## src/hdl/cpm_defines.svh

```systemverilog
`ifndef CPM_DEFINES_SVH
`define CPM_DEFINES_SVH
// Register byte offsets
`define CPM_OFF_MAINSEL 12'h000
`define CPM_OFF_FROSEL 12'h004
`define CPM_OFF_PWRCFG 12'h008
`define CPM_OFF_CLKGATE 12'h00C
`define CPM_OFF_COREDIV 12'h010
`define CPM_OFF_CLOCK_OUT_FUNCTION 12'h014
`define CPM_OFF_WAKEEN 12'h018
`define CPM_OFF_MODE 12'h01C
`define CPM_OFF_PMULOCK 12'h020
`define CPM_OFF_WPINEN 12'h024
`define CPM_OFF_STATUS 12'h028
`define CPM_OFF_GPREG0 12'h040
// Reset values
`define CPM_RST_FROSEL 2'h1
`define CPM_RST_PWRCFG 32'h0000_0000
`define CPM_RST_CLKGATE 32'hFFFF_FFFF
`define CPM_RST_COREDIV 8'h01
// Field positions in the run power configuration register
`define CPM_PWR_LPOSC_BIT 0
`define CPM_PWR_BROWNOUT_BIT 1
`define CPM_PWR_FLASH_BIT 2
// Mode register fields
`define CPM_MODE_LSB 0
`define CPM_MODE_GO_BIT 4
// Requested mode codes in the mode register
`define CPM_REQ_SLEEP 3'h1
`define CPM_REQ_DSLEEP 3'h2
`define CPM_REQ_PDOWN 3'h3
`define CPM_REQ_DPDOWN 3'h4
// Wake sources
`define CPM_WAKE_SRCS 5
// Frequencies in kHz
`define CPM_FRO_KHZ_15 15000
`define CPM_FRO_KHZ_12 12000
`define CPM_FRO_KHZ_9 9000
`define CPM_LPOSC_KHZ 1000
`define CPM_EXT_MAX_KHZ 15000
// Clock switch settle cycles
`define CPM_SWITCH_CYC 4'h4
`endif

```

## src/hdl/cpm_pkg.sv

```systemverilog
package cpm_pkg;
  typedef enum logic [2:0] {CPM_SRC_NONE, CPM_SRC_FRO, CPM_SRC_FRO_DIV, CPM_SRC_LPOSC, CPM_SRC_EXT}
    cpm_src_t;
  typedef enum logic [1:0] {CPM_FRO_15, CPM_FRO_12, CPM_FRO_9} cpm_fro_t;
  typedef enum logic [2:0] {CPM_M_RUN, CPM_M_SLEEP, CPM_M_DSLEEP, CPM_M_PDOWN, CPM_M_DPDOWN} cpm_mode_t;
  // Wake request bundle from the system
  typedef struct packed {
    logic [7:0] wake_pins;
    logic [4:0] irq_wake;
    logic irq_any;
    logic reset_req;
  } cpm_wake_t;
  // Power and clock enables toward the chip
  typedef struct packed {
    logic core_clk_en;
    logic fro_en;
    logic fro_out_en;
    logic lposc_en;
    logic brownout_en;
    logic flash_on;
    logic flash_standby;
    logic analog_on;
    logic periph_clk_en;
    logic main_pwr_on;
  } cpm_power_t;
endpackage : cpm_pkg

```

## src/hdl/cpm_top.sv

```systemverilog
// Local design decisions: the placing of the registers and register access over AHB-Lite.
`timescale 1ns/1ps
`include "cpm_defines.svh"
module cpm_top #(
  parameter int NUM_PERIPH = 32,
  parameter int NUM_GPREG = 5
) (
  // Clock and reset
  input wire logic SYS_CLK_I,
  input wire logic RST_N_I,
  // AHB-Lite slave
  input wire logic HSEL_I,
  input wire logic [11:0] HADDR_I,
  input wire logic [1:0] HTRANS_I,
  input wire logic HWRITE_I,
  input wire logic [2:0] HSIZE_I,
  input wire logic [31:0] HWDATA_I,
  input wire logic HREADY_I,
  output logic [31:0] HRDATA_O,
  output logic HREADYOUT_O,
  output logic HRESP_O,
  // System events
  input wire cpm_pkg::cpm_wake_t WAKE_I,
  input wire logic SLEEP_REQ_I,
  input wire logic EXT_ROUTED_I,
  // Clock steering
  output cpm_pkg::cpm_src_t MAIN_SRC_O,
  output cpm_pkg::cpm_src_t CLOCK_OUT_FUNCTION_SRC_O,
  output cpm_pkg::cpm_fro_t FRO_FREQ_O,
  output logic [7:0] CORE_DIV_O,
  output logic [NUM_PERIPH-1:0] PERIPH_CLK_EN_O,
  // Power state
  output cpm_pkg::cpm_power_t POWER_O,
  output logic CORE_RUN_O,
  output logic FLASH_INIT_O
);
  import cpm_pkg::*;

  initial begin
    if (NUM_PERIPH < 1 || NUM_PERIPH > 32 || NUM_GPREG < 1 || NUM_GPREG > 8) begin
      $error("cpm_top: unsupported parameter values");
    end
  end

  logic rst_meta_reg;
  logic rst_sync_reg;
  logic rst_n;
  cpm_src_t main_sel_reg;
  cpm_src_t clock_out_function_sel_reg;
  cpm_fro_t fro_sel_reg;
  logic [31:0] pwrcfg_reg;
  logic [31:0] gate_reg;
  logic [7:0] coreldiv_reg;
  logic [`CPM_WAKE_SRCS-1:0] wake_en_reg;
  logic [2:0] mode_req_reg;
  logic go_reg;
  logic lock_reg;
  logic [7:0] wpin_en_reg;
  logic [31:0] gp_reg [NUM_GPREG];
  cpm_mode_t mode_reg;
  cpm_mode_t mode_next;
  cpm_src_t mux_active;
  logic mux_switching;
  logic refused_reg;
  logic flash_init_reg;
  // Latched address phase
  logic dph_reg;
  logic dph_wr_reg;
  logic [11:0] dph_addr_reg;

  // Reset release through two flip-flops
  always_ff @(posedge SYS_CLK_I or negedge RST_N_I) begin
    if (!RST_N_I) begin
      rst_meta_reg <= 1'b0;
      rst_sync_reg <= 1'b0;
    end else begin
      rst_meta_reg <= 1'b1;
      rst_sync_reg <= rst_meta_reg;
    end
  end
  assign rst_n = rst_sync_reg;

  // Address falls within gp register bank
  function automatic logic is_gp(input logic [11:0] a);
    return (a >= `CPM_OFF_GPREG0) && (a < `CPM_OFF_GPREG0 + 12'(NUM_GPREG * 4));
  endfunction : is_gp

  // Drop a source that cannot run: unpowered low-power osc or unrouted external input
  function automatic cpm_src_t usable_src(input cpm_src_t s, input logic lp_on, input logic routed);
    cpm_src_t r;
    r = s;
    if (s == CPM_SRC_LPOSC && !lp_on) begin
      r = CPM_SRC_NONE;
    end
    if (s == CPM_SRC_EXT && !routed) begin
      r = CPM_SRC_NONE;
    end
    return r;
  endfunction : usable_src

  // Target mode for a request code; deepest mode only when unlocked
  function automatic cpm_mode_t req_mode(input logic [2:0] code, input logic locked);
    cpm_mode_t m;
    case (code)
      `CPM_REQ_DSLEEP: m = CPM_M_DSLEEP;
      `CPM_REQ_PDOWN: m = CPM_M_PDOWN;
      `CPM_REQ_DPDOWN: m = locked ? CPM_M_RUN : CPM_M_DPDOWN;
      default: m = CPM_M_SLEEP;
    endcase
    return m;
  endfunction : req_mode

  // AHB address phase capture, zero wait state
  always_ff @(posedge SYS_CLK_I or negedge rst_n) begin
    if (!rst_n) begin
      dph_reg <= 1'b0;
      dph_wr_reg <= 1'b0;
      dph_addr_reg <= 12'h000;
    end else if (HREADY_I) begin
      dph_reg <= HSEL_I && HTRANS_I[1];
      dph_wr_reg <= HWRITE_I;
      dph_addr_reg <= {HADDR_I[11:2], 2'b00};
    end
  end

  // Register writes
  always_ff @(posedge SYS_CLK_I or negedge rst_n) begin
    if (!rst_n) begin
      main_sel_reg <= CPM_SRC_FRO;
      fro_sel_reg <= cpm_fro_t'(`CPM_RST_FROSEL);
      clock_out_function_sel_reg <= CPM_SRC_NONE;
      pwrcfg_reg <= `CPM_RST_PWRCFG;
      gate_reg <= `CPM_RST_CLKGATE;
      coreldiv_reg <= `CPM_RST_COREDIV;
      wake_en_reg <= '0;
      mode_req_reg <= 3'h0;
      lock_reg <= 1'b0;
      wpin_en_reg <= 8'h00;
      go_reg <= 1'b0;
    end else begin
      go_reg <= 1'b0;
      if (dph_reg && dph_wr_reg) begin
        case (dph_addr_reg)
          `CPM_OFF_MAINSEL: main_sel_reg <= cpm_src_t'(HWDATA_I[2:0]);
          `CPM_OFF_FROSEL: begin
            if (HWDATA_I[1:0] <= 2'h2) begin
              fro_sel_reg <= cpm_fro_t'(HWDATA_I[1:0]);
            end
          end
          `CPM_OFF_PWRCFG: pwrcfg_reg <= HWDATA_I;
          `CPM_OFF_CLKGATE: gate_reg <= HWDATA_I;
          `CPM_OFF_COREDIV: coreldiv_reg <= HWDATA_I[7:0];
          `CPM_OFF_CLOCK_OUT_FUNCTION: clock_out_function_sel_reg <= cpm_src_t'(HWDATA_I[2:0]);
          `CPM_OFF_WAKEEN: wake_en_reg <= HWDATA_I[`CPM_WAKE_SRCS-1:0];
          `CPM_OFF_MODE: begin
            mode_req_reg <= HWDATA_I[`CPM_MODE_LSB +: 3];
            go_reg <= HWDATA_I[`CPM_MODE_GO_BIT];
          end
          `CPM_OFF_PMULOCK: lock_reg <= HWDATA_I[0];
          `CPM_OFF_WPINEN: wpin_en_reg <= HWDATA_I[7:0];
          default: ;
        endcase
      end
    end
  end

  // Retained registers, no reset of any kind, kept in deepest mode
  always_ff @(posedge SYS_CLK_I) begin
    for (int i = 0; i < NUM_GPREG; i++) begin
      if (dph_reg && dph_wr_reg && dph_addr_reg == `CPM_OFF_GPREG0 + 12'(i * 4)) begin
        gp_reg[i] <= HWDATA_I;
      end
    end
  end

  // Read data and bus answer
  always_ff @(posedge SYS_CLK_I or negedge rst_n) begin
    if (!rst_n) begin
      HRDATA_O <= 32'h0000_0000;
      HREADYOUT_O <= 1'b1;
      HRESP_O <= 1'b0;
    end else begin
      HREADYOUT_O <= 1'b1;
      HRESP_O <= 1'b0;
      HRDATA_O <= 32'h0000_0000;
      if (HREADY_I && HSEL_I && HTRANS_I[1] && !HWRITE_I) begin
        case ({HADDR_I[11:2], 2'b00})
          `CPM_OFF_MAINSEL: HRDATA_O <= {29'h0, main_sel_reg};
          `CPM_OFF_FROSEL: HRDATA_O <= {30'h0, fro_sel_reg};
          `CPM_OFF_PWRCFG: HRDATA_O <= pwrcfg_reg;
          `CPM_OFF_CLKGATE: HRDATA_O <= gate_reg;
          `CPM_OFF_COREDIV: HRDATA_O <= {24'h0, coreldiv_reg};
          `CPM_OFF_CLOCK_OUT_FUNCTION: HRDATA_O <= {29'h0, clock_out_function_sel_reg};
          `CPM_OFF_WAKEEN: HRDATA_O <= {27'h0, wake_en_reg};
          `CPM_OFF_MODE: HRDATA_O <= {29'h0, mode_req_reg};
          `CPM_OFF_PMULOCK: HRDATA_O <= {31'h0, lock_reg};
          `CPM_OFF_WPINEN: HRDATA_O <= {24'h0, wpin_en_reg};
          `CPM_OFF_STATUS: HRDATA_O <= {25'h0, refused_reg, mux_active, mode_reg};
          default: begin
            if (is_gp(HADDR_I)) begin
              HRDATA_O <= gp_reg[3'((HADDR_I - `CPM_OFF_GPREG0) >> 2)];
            end
          end
        endcase
      end
    end
  end

  // Source mux with settle gap
  cpm_clk_mux u_main_mux (
    .clk_i(SYS_CLK_I),
    .rst_n_i(rst_n),
    .sel_i(usable_src(main_sel_reg, pwrcfg_reg[`CPM_PWR_LPOSC_BIT], EXT_ROUTED_I)),
    .ext_routed_i(EXT_ROUTED_I),
    .switching_o(mux_switching),
    .active_o(mux_active)
  );

  // Enabled deep wake: here and at the interrupt controller
  logic deep_wake;
  logic dpd_wake;
  assign deep_wake = WAKE_I.reset_req || (|(WAKE_I.irq_wake & wake_en_reg));
  assign dpd_wake = WAKE_I.reset_req || (|(WAKE_I.wake_pins & wpin_en_reg));

  // Request to leave run mode, from the mode register or the core
  logic enter_req;
  assign enter_req = (mode_reg == CPM_M_RUN) && (go_reg || SLEEP_REQ_I);

  // Power mode sequencer
  always_comb begin
    mode_next = mode_reg;
    case (mode_reg)
      CPM_M_RUN: begin
        if (enter_req) begin
          mode_next = req_mode(mode_req_reg, lock_reg);
        end
      end
      CPM_M_SLEEP: if (WAKE_I.irq_any || WAKE_I.reset_req) mode_next = CPM_M_RUN;
      CPM_M_DSLEEP: if (deep_wake) mode_next = CPM_M_RUN;
      CPM_M_PDOWN: if (deep_wake) mode_next = CPM_M_RUN;
      CPM_M_DPDOWN: if (dpd_wake) mode_next = CPM_M_RUN;
      default: mode_next = CPM_M_RUN;
    endcase
  end

  // Mode state
  always_ff @(posedge SYS_CLK_I or negedge rst_n) begin
    if (!rst_n) begin
      mode_reg <= CPM_M_RUN;
    end else begin
      mode_reg <= mode_next;
    end
  end

  // Refusal flag, a refused entry wins over the clear by a new request
  always_ff @(posedge SYS_CLK_I or negedge rst_n) begin
    if (!rst_n) begin
      refused_reg <= 1'b0;
    end else begin
      if (enter_req && req_mode(mode_req_reg, lock_reg) == CPM_M_RUN) begin
        refused_reg <= 1'b1;
      end else if (go_reg) begin
        refused_reg <= 1'b0;
      end
    end
  end

  // Flash controller init pulse after any reset
  always_ff @(posedge SYS_CLK_I or negedge rst_n) begin
    if (!rst_n) begin
      flash_init_reg <= 1'b1;
    end else begin
      flash_init_reg <= 1'b0;
    end
  end

  // Registered outputs toward clocks and power
  always_ff @(posedge SYS_CLK_I or negedge rst_n) begin
    if (!rst_n) begin
      MAIN_SRC_O <= CPM_SRC_FRO;
      CLOCK_OUT_FUNCTION_SRC_O <= CPM_SRC_NONE;
      FRO_FREQ_O <= cpm_fro_t'(`CPM_RST_FROSEL);
      CORE_DIV_O <= `CPM_RST_COREDIV;
      PERIPH_CLK_EN_O <= '0;
      POWER_O <= '0;
      CORE_RUN_O <= 1'b0;
      FLASH_INIT_O <= 1'b0;
    end else begin
      MAIN_SRC_O <= mux_active;
      CLOCK_OUT_FUNCTION_SRC_O <= usable_src(clock_out_function_sel_reg, pwrcfg_reg[`CPM_PWR_LPOSC_BIT], EXT_ROUTED_I);
      FRO_FREQ_O <= fro_sel_reg;
      CORE_DIV_O <= coreldiv_reg;
      FLASH_INIT_O <= flash_init_reg;
      // Core held while no source drives the main clock
      CORE_RUN_O <= (mode_reg == CPM_M_RUN) && !mux_switching && !flash_init_reg &&
                    (mux_active != CPM_SRC_NONE);
      POWER_O.core_clk_en <= (mode_reg == CPM_M_RUN) && !mux_switching;
      POWER_O.main_pwr_on <= (mode_reg != CPM_M_DPDOWN);
      POWER_O.brownout_en <= (mode_reg != CPM_M_DPDOWN) && pwrcfg_reg[`CPM_PWR_BROWNOUT_BIT];
      POWER_O.lposc_en <= (mode_reg != CPM_M_DPDOWN) && pwrcfg_reg[`CPM_PWR_LPOSC_BIT];
      case (mode_reg)
        CPM_M_RUN, CPM_M_SLEEP: begin
          POWER_O.fro_en <= 1'b1;
          POWER_O.fro_out_en <= 1'b1;
          POWER_O.flash_on <= 1'b1;
          POWER_O.flash_standby <= 1'b0;
          POWER_O.analog_on <= 1'b1;
          POWER_O.periph_clk_en <= 1'b1;
          PERIPH_CLK_EN_O <= gate_reg[NUM_PERIPH-1:0];
        end
        CPM_M_DSLEEP: begin
          POWER_O.fro_en <= (main_sel_reg == CPM_SRC_FRO || main_sel_reg == CPM_SRC_FRO_DIV);
          POWER_O.fro_out_en <= 1'b0;
          POWER_O.flash_on <= 1'b1;
          POWER_O.flash_standby <= 1'b1;
          POWER_O.analog_on <= 1'b0;
          POWER_O.periph_clk_en <= 1'b0;
          PERIPH_CLK_EN_O <= '0;
        end
        default: begin
          POWER_O.fro_en <= 1'b0;
          POWER_O.fro_out_en <= 1'b0;
          POWER_O.flash_on <= 1'b0;
          POWER_O.flash_standby <= 1'b0;
          POWER_O.analog_on <= 1'b0;
          POWER_O.periph_clk_en <= 1'b0;
          PERIPH_CLK_EN_O <= '0;
        end
      endcase
    end
  end
endmodule : cpm_top

```

## src/hdl/cpm_clk_mux.sv

```systemverilog
`timescale 1ns/1ps
`include "cpm_defines.svh"
// Source select with a settle gap so no runt pulse reaches consumers
module cpm_clk_mux (
  // Clock and reset
  input wire logic clk_i,
  input wire logic rst_n_i,
  // Selection
  input wire cpm_pkg::cpm_src_t sel_i,
  input wire logic ext_routed_i,
  // Output
  output logic switching_o,
  output cpm_pkg::cpm_src_t active_o
);
  import cpm_pkg::*;
  cpm_src_t want;
  logic [3:0] gap_reg;
  // External clock only counts once routed to a pin
  always_comb begin
    want = sel_i;
    if (sel_i == CPM_SRC_EXT && !ext_routed_i) begin
      want = CPM_SRC_NONE;
    end
  end
  // Park on none for a short gap between sources
  always_ff @(posedge clk_i or negedge rst_n_i) begin
    if (!rst_n_i) begin
      active_o <= CPM_SRC_FRO;
      gap_reg <= 4'h0;
    end else if (gap_reg != 4'h0) begin
      gap_reg <= gap_reg - 4'h1;
      if (gap_reg == 4'h1) begin
        active_o <= want;
      end
    end else if (want != active_o) begin
      gap_reg <= `CPM_SWITCH_CYC;
      active_o <= CPM_SRC_NONE;
    end
  end
  assign switching_o = (gap_reg != 4'h0);
endmodule : cpm_clk_mux

```

## config.mk

```make
export PLATFORM = sky130hd
export DESIGN_NAME = cpm_top
export DESIGN_NICKNAME = d
export VERILOG_FILES = /design/src/hdl/cpm_pkg.sv /design/src/hdl/cpm_top.sv /design/src/hdl/cpm_clk_mux.sv
export VERILOG_INCLUDE_DIRS = /design/src /design/src/hdl
export SDC_FILE = /design/constraint.sdc
export NUM_CORES = 1
export LEC_CHECK = 0
export ABC_CLOCK_PERIOD_IN_PS = 13800
export BUFFER_PORTS_ARGS = -buffer_cell sky130_fd_sc_hd__buf_4
export CAP_MARGIN = 20
export CORE_ASPECT_RATIO = 1.75
export CORE_MARGIN = 5
export CORE_UTILIZATION = 55
export CTS_CLUSTER_SIZE = 40
export DETAILED_ROUTE_END_ITERATION = 6
export HOLD_SLACK_MARGIN = 0.03
export PLACE_DENSITY = 0.74
export SYNTH_ARGS = -nofsm -noshare
export SYNTH_HDL_FRONTEND = slang
export SYNTH_SLANG_ARGS = --single-unit
```

## constraint.sdc

```tcl
create_clock -name SYS_CLK_I -period 13.8 [get_ports SYS_CLK_I]
set_input_delay 1.38 -clock SYS_CLK_I [delete_from_list [all_inputs] [get_ports SYS_CLK_I]]
set_output_delay 1.38 -clock SYS_CLK_I [all_outputs]
set_load 0.02 [all_outputs]
```

==> impl_metrics.toml <==
[route]
drtAntennaViolNets = 0
via_count = 8477
wirelength_um = 33420
wire_per_inst_um = 23.58
vias_per_cell = 5.982
firstDrtPassIters = 5
drt_first_iter_violations = 601
drc = 0

[clocking]
ctsHoldBuffers = 0
clk_pin_slew_ns = 0.07
root_buffer = "clkbuf_16"
cts_tree = "done"
clock-sinks = 374
clockBufferDepth = 3
cts-buffers-inserted = 34
htree_levels = 2
cts_setup_buffers = 0
insertion_delay_ns = 0.53
cts_resized = 0

[place]
port-buffer-count = 156
dpl.hpwl_um = 21110
dp_cells = 1354
gp_congestion = 0.8918

[floorplanning]
std_cell_rows = 79
die-area_um2 = 30490
pin_count = 165
die_w_um = 134.2
die_h_um = 227.3
start_util_pct = 55.81
core_um2 = 26590

[sta]
drv_slew = 0
finalSetupViolations = 0
fin_skew_ns = 0.01636
hold_viol = 0
min_period_over_period_pct = 26.60
tightest_slew_ns = 1.099
fin_hold_ws_ns = 0.2588
fmax_mhz = 272.4
setup_tns_ns = 0
maxSlewHeadroom_pct = 26.61
fin_crit_ns = 3.671
rsz0062_at_grt = "no"

[finish]
largest_register_ffs = 160
layout.nets = 1140
drive_above_1_share_pct = 38.61
fill_cells = 1922
area.growth.synth_to_final_pct = 17.18
n_antenna_cell = 0
stdcell_count = 1417

[pwr]
power.density_nw_per_um2 = 136.6
p_leak_nw = 7.122
ir_drop_uv = 120.7

[status]
run_status = "completed"

[grt]
grt_max_degree = 72
grt_pass1_vias = 8904
grt_pass1_wl_um = 51050
grt-ovfl-total = 0
antenna_found_initial = 0
grt_util_all_layers_pct = 22.16

[worst_setup_path]
arrival_ns = 4.13
critPathRequiredTime_ns = 14.26
critical_path_class = "primary input to flip-flop"
startpoint_type = "primary input"
end_kind = "flip-flop"
critPathMaxFanout = 34
r2r_setup_slack_ns = 11.01

[synth]
netlist.area_leader.share_pct = 32.38
synth_area_leaders = "edfxtp_1 (32%), dfrtp_1 (29%), mux2_2 (8.2%), dfstp_2 (7.1%), mux4_2 (4.4%)"
synth-async-reset-ratio_pct = 57.22
yosysSeqAreaShare_pct = 68.80
netlist_instances = 912
synth_top_area_cell = "edfxtp_1"
syn_avg_cell_area_um2 = 16.27
yosysMostFrequentCell = "dfrtp_1"
ys_ff_latch = 374
syn_area_um2 = 14840
synthDistinctLibCells = 75
synth-edff-count = 160
synth_common_cells = "dfrtp_1 (174), edfxtp_1 (160), mux2_2 (108)"
synthFlopType = "dfrtp_1"
yosysWarningCount = 0

[hold_path]
hp-class = "flip-flop to asynchronous set/reset pin"

[flow_run]
cap_violations = 0
kinds of logic after synthesis:
logic type                 share of synthesized area [%]
AOI/OAI and AO/OA                                  5.354
xor gates and xnor gates                          0.3542
adders and majority gates                         0.1686
buffers and inverters                              2.487
DFF                                                68.80
muxes                                              17.02
other                                            0.05061
and+or+nand+nor                                    5.759
final cells by class:
| type | count | area [um2] | share of cell area (%) |
|---|---|---|---|
| repair buffers | 167 | 1261 | 7.253 |
| inverters | 16 | 60.06 | 0.3454 |
| clock inverters | 23 | 245.2 | 1.410 |
| flip-flops and latches | 374 | 10210 | 58.74 |
| multi-input cells | 474 | 4302 | 24.74 |
| well taps | 324 | 405.4 | 2.331 |
| clock buffers | 39 | 900.9 | 5.181 |
worst max-delay path, stage by stage:
cell and delay (ns):
buf_4 0.21, inv_2 0.83, o211a_1 0.43, nand2_2 0.50, a2111oi_2 0.50, o32a_1 0.25
report_power, final:
group | internal [mW] | switching (mW)
sequential | 1.20 | 0.0298
combinational | 0.0802 | 0.104
clock | 0.550 | 0.415
layer usage:
layer  track usage, %  part of all wire, %  vias to the layer above
met5                0                    0                        -
met4            10.59                  4.6                        0
met3            3.560                  4.7                       75
met2            39.94                   54                      268
met1            25.85                   37                     4385
li1                 -                    -                     3749
worst paths after layout:
check | start | to | depth (start not counted)
setup reg to reg | dph_addr_reg[10] | gp_reg[4][7] | 3
setup / recovery | HADDR_I[4] | HRDATA_O[1] | 6
min in group SYS_CLK_I | rst_meta_reg | rst_n | 0
max in group asynchronous | rst_n | wake_en_reg[3] | 2
hold / removal | rst_n | HRDATA_O[15] | 0
hold reg to reg | rst_n | HRDATA_O[15] | 0
cells in the final DEF, fill, tap and decap left out, drive strengths merged, types with 11 or more instances in the layout:
cell type  count
a21oi         12
and2          34
buf          167
clkbuf        39
clkinv        14
dfrtp        174
dfstp         40
edfxtp       160
inv           17
mux2         110
mux2i         63
mux4          29
nand2         25
nand3         15
nor2          30
nor3          11
o22ai         28
per-stage QoR:
| stage | utilization [%] | worst slack (ns) | cell area [um2] | total power [mW] |
|---|---|---|---|---|
| floorplan | - | 7.465 | 14850 | 1.360 |
| global placement | 61.03 | 9.631 | 16230 | 1.430 |
| detailed placement | 61.03 | 9.635 | 16230 | 1.435 |
| CTS | 65.34 | 10.16 | 17370 | 2.395 |
| global route | 65.39 | 10.01 | 17390 | 2.459 |
| finish | 65.39 | 10.13 | 17390 | 2.376 |
Note: power is estimated with default switching activity, not from simulation.
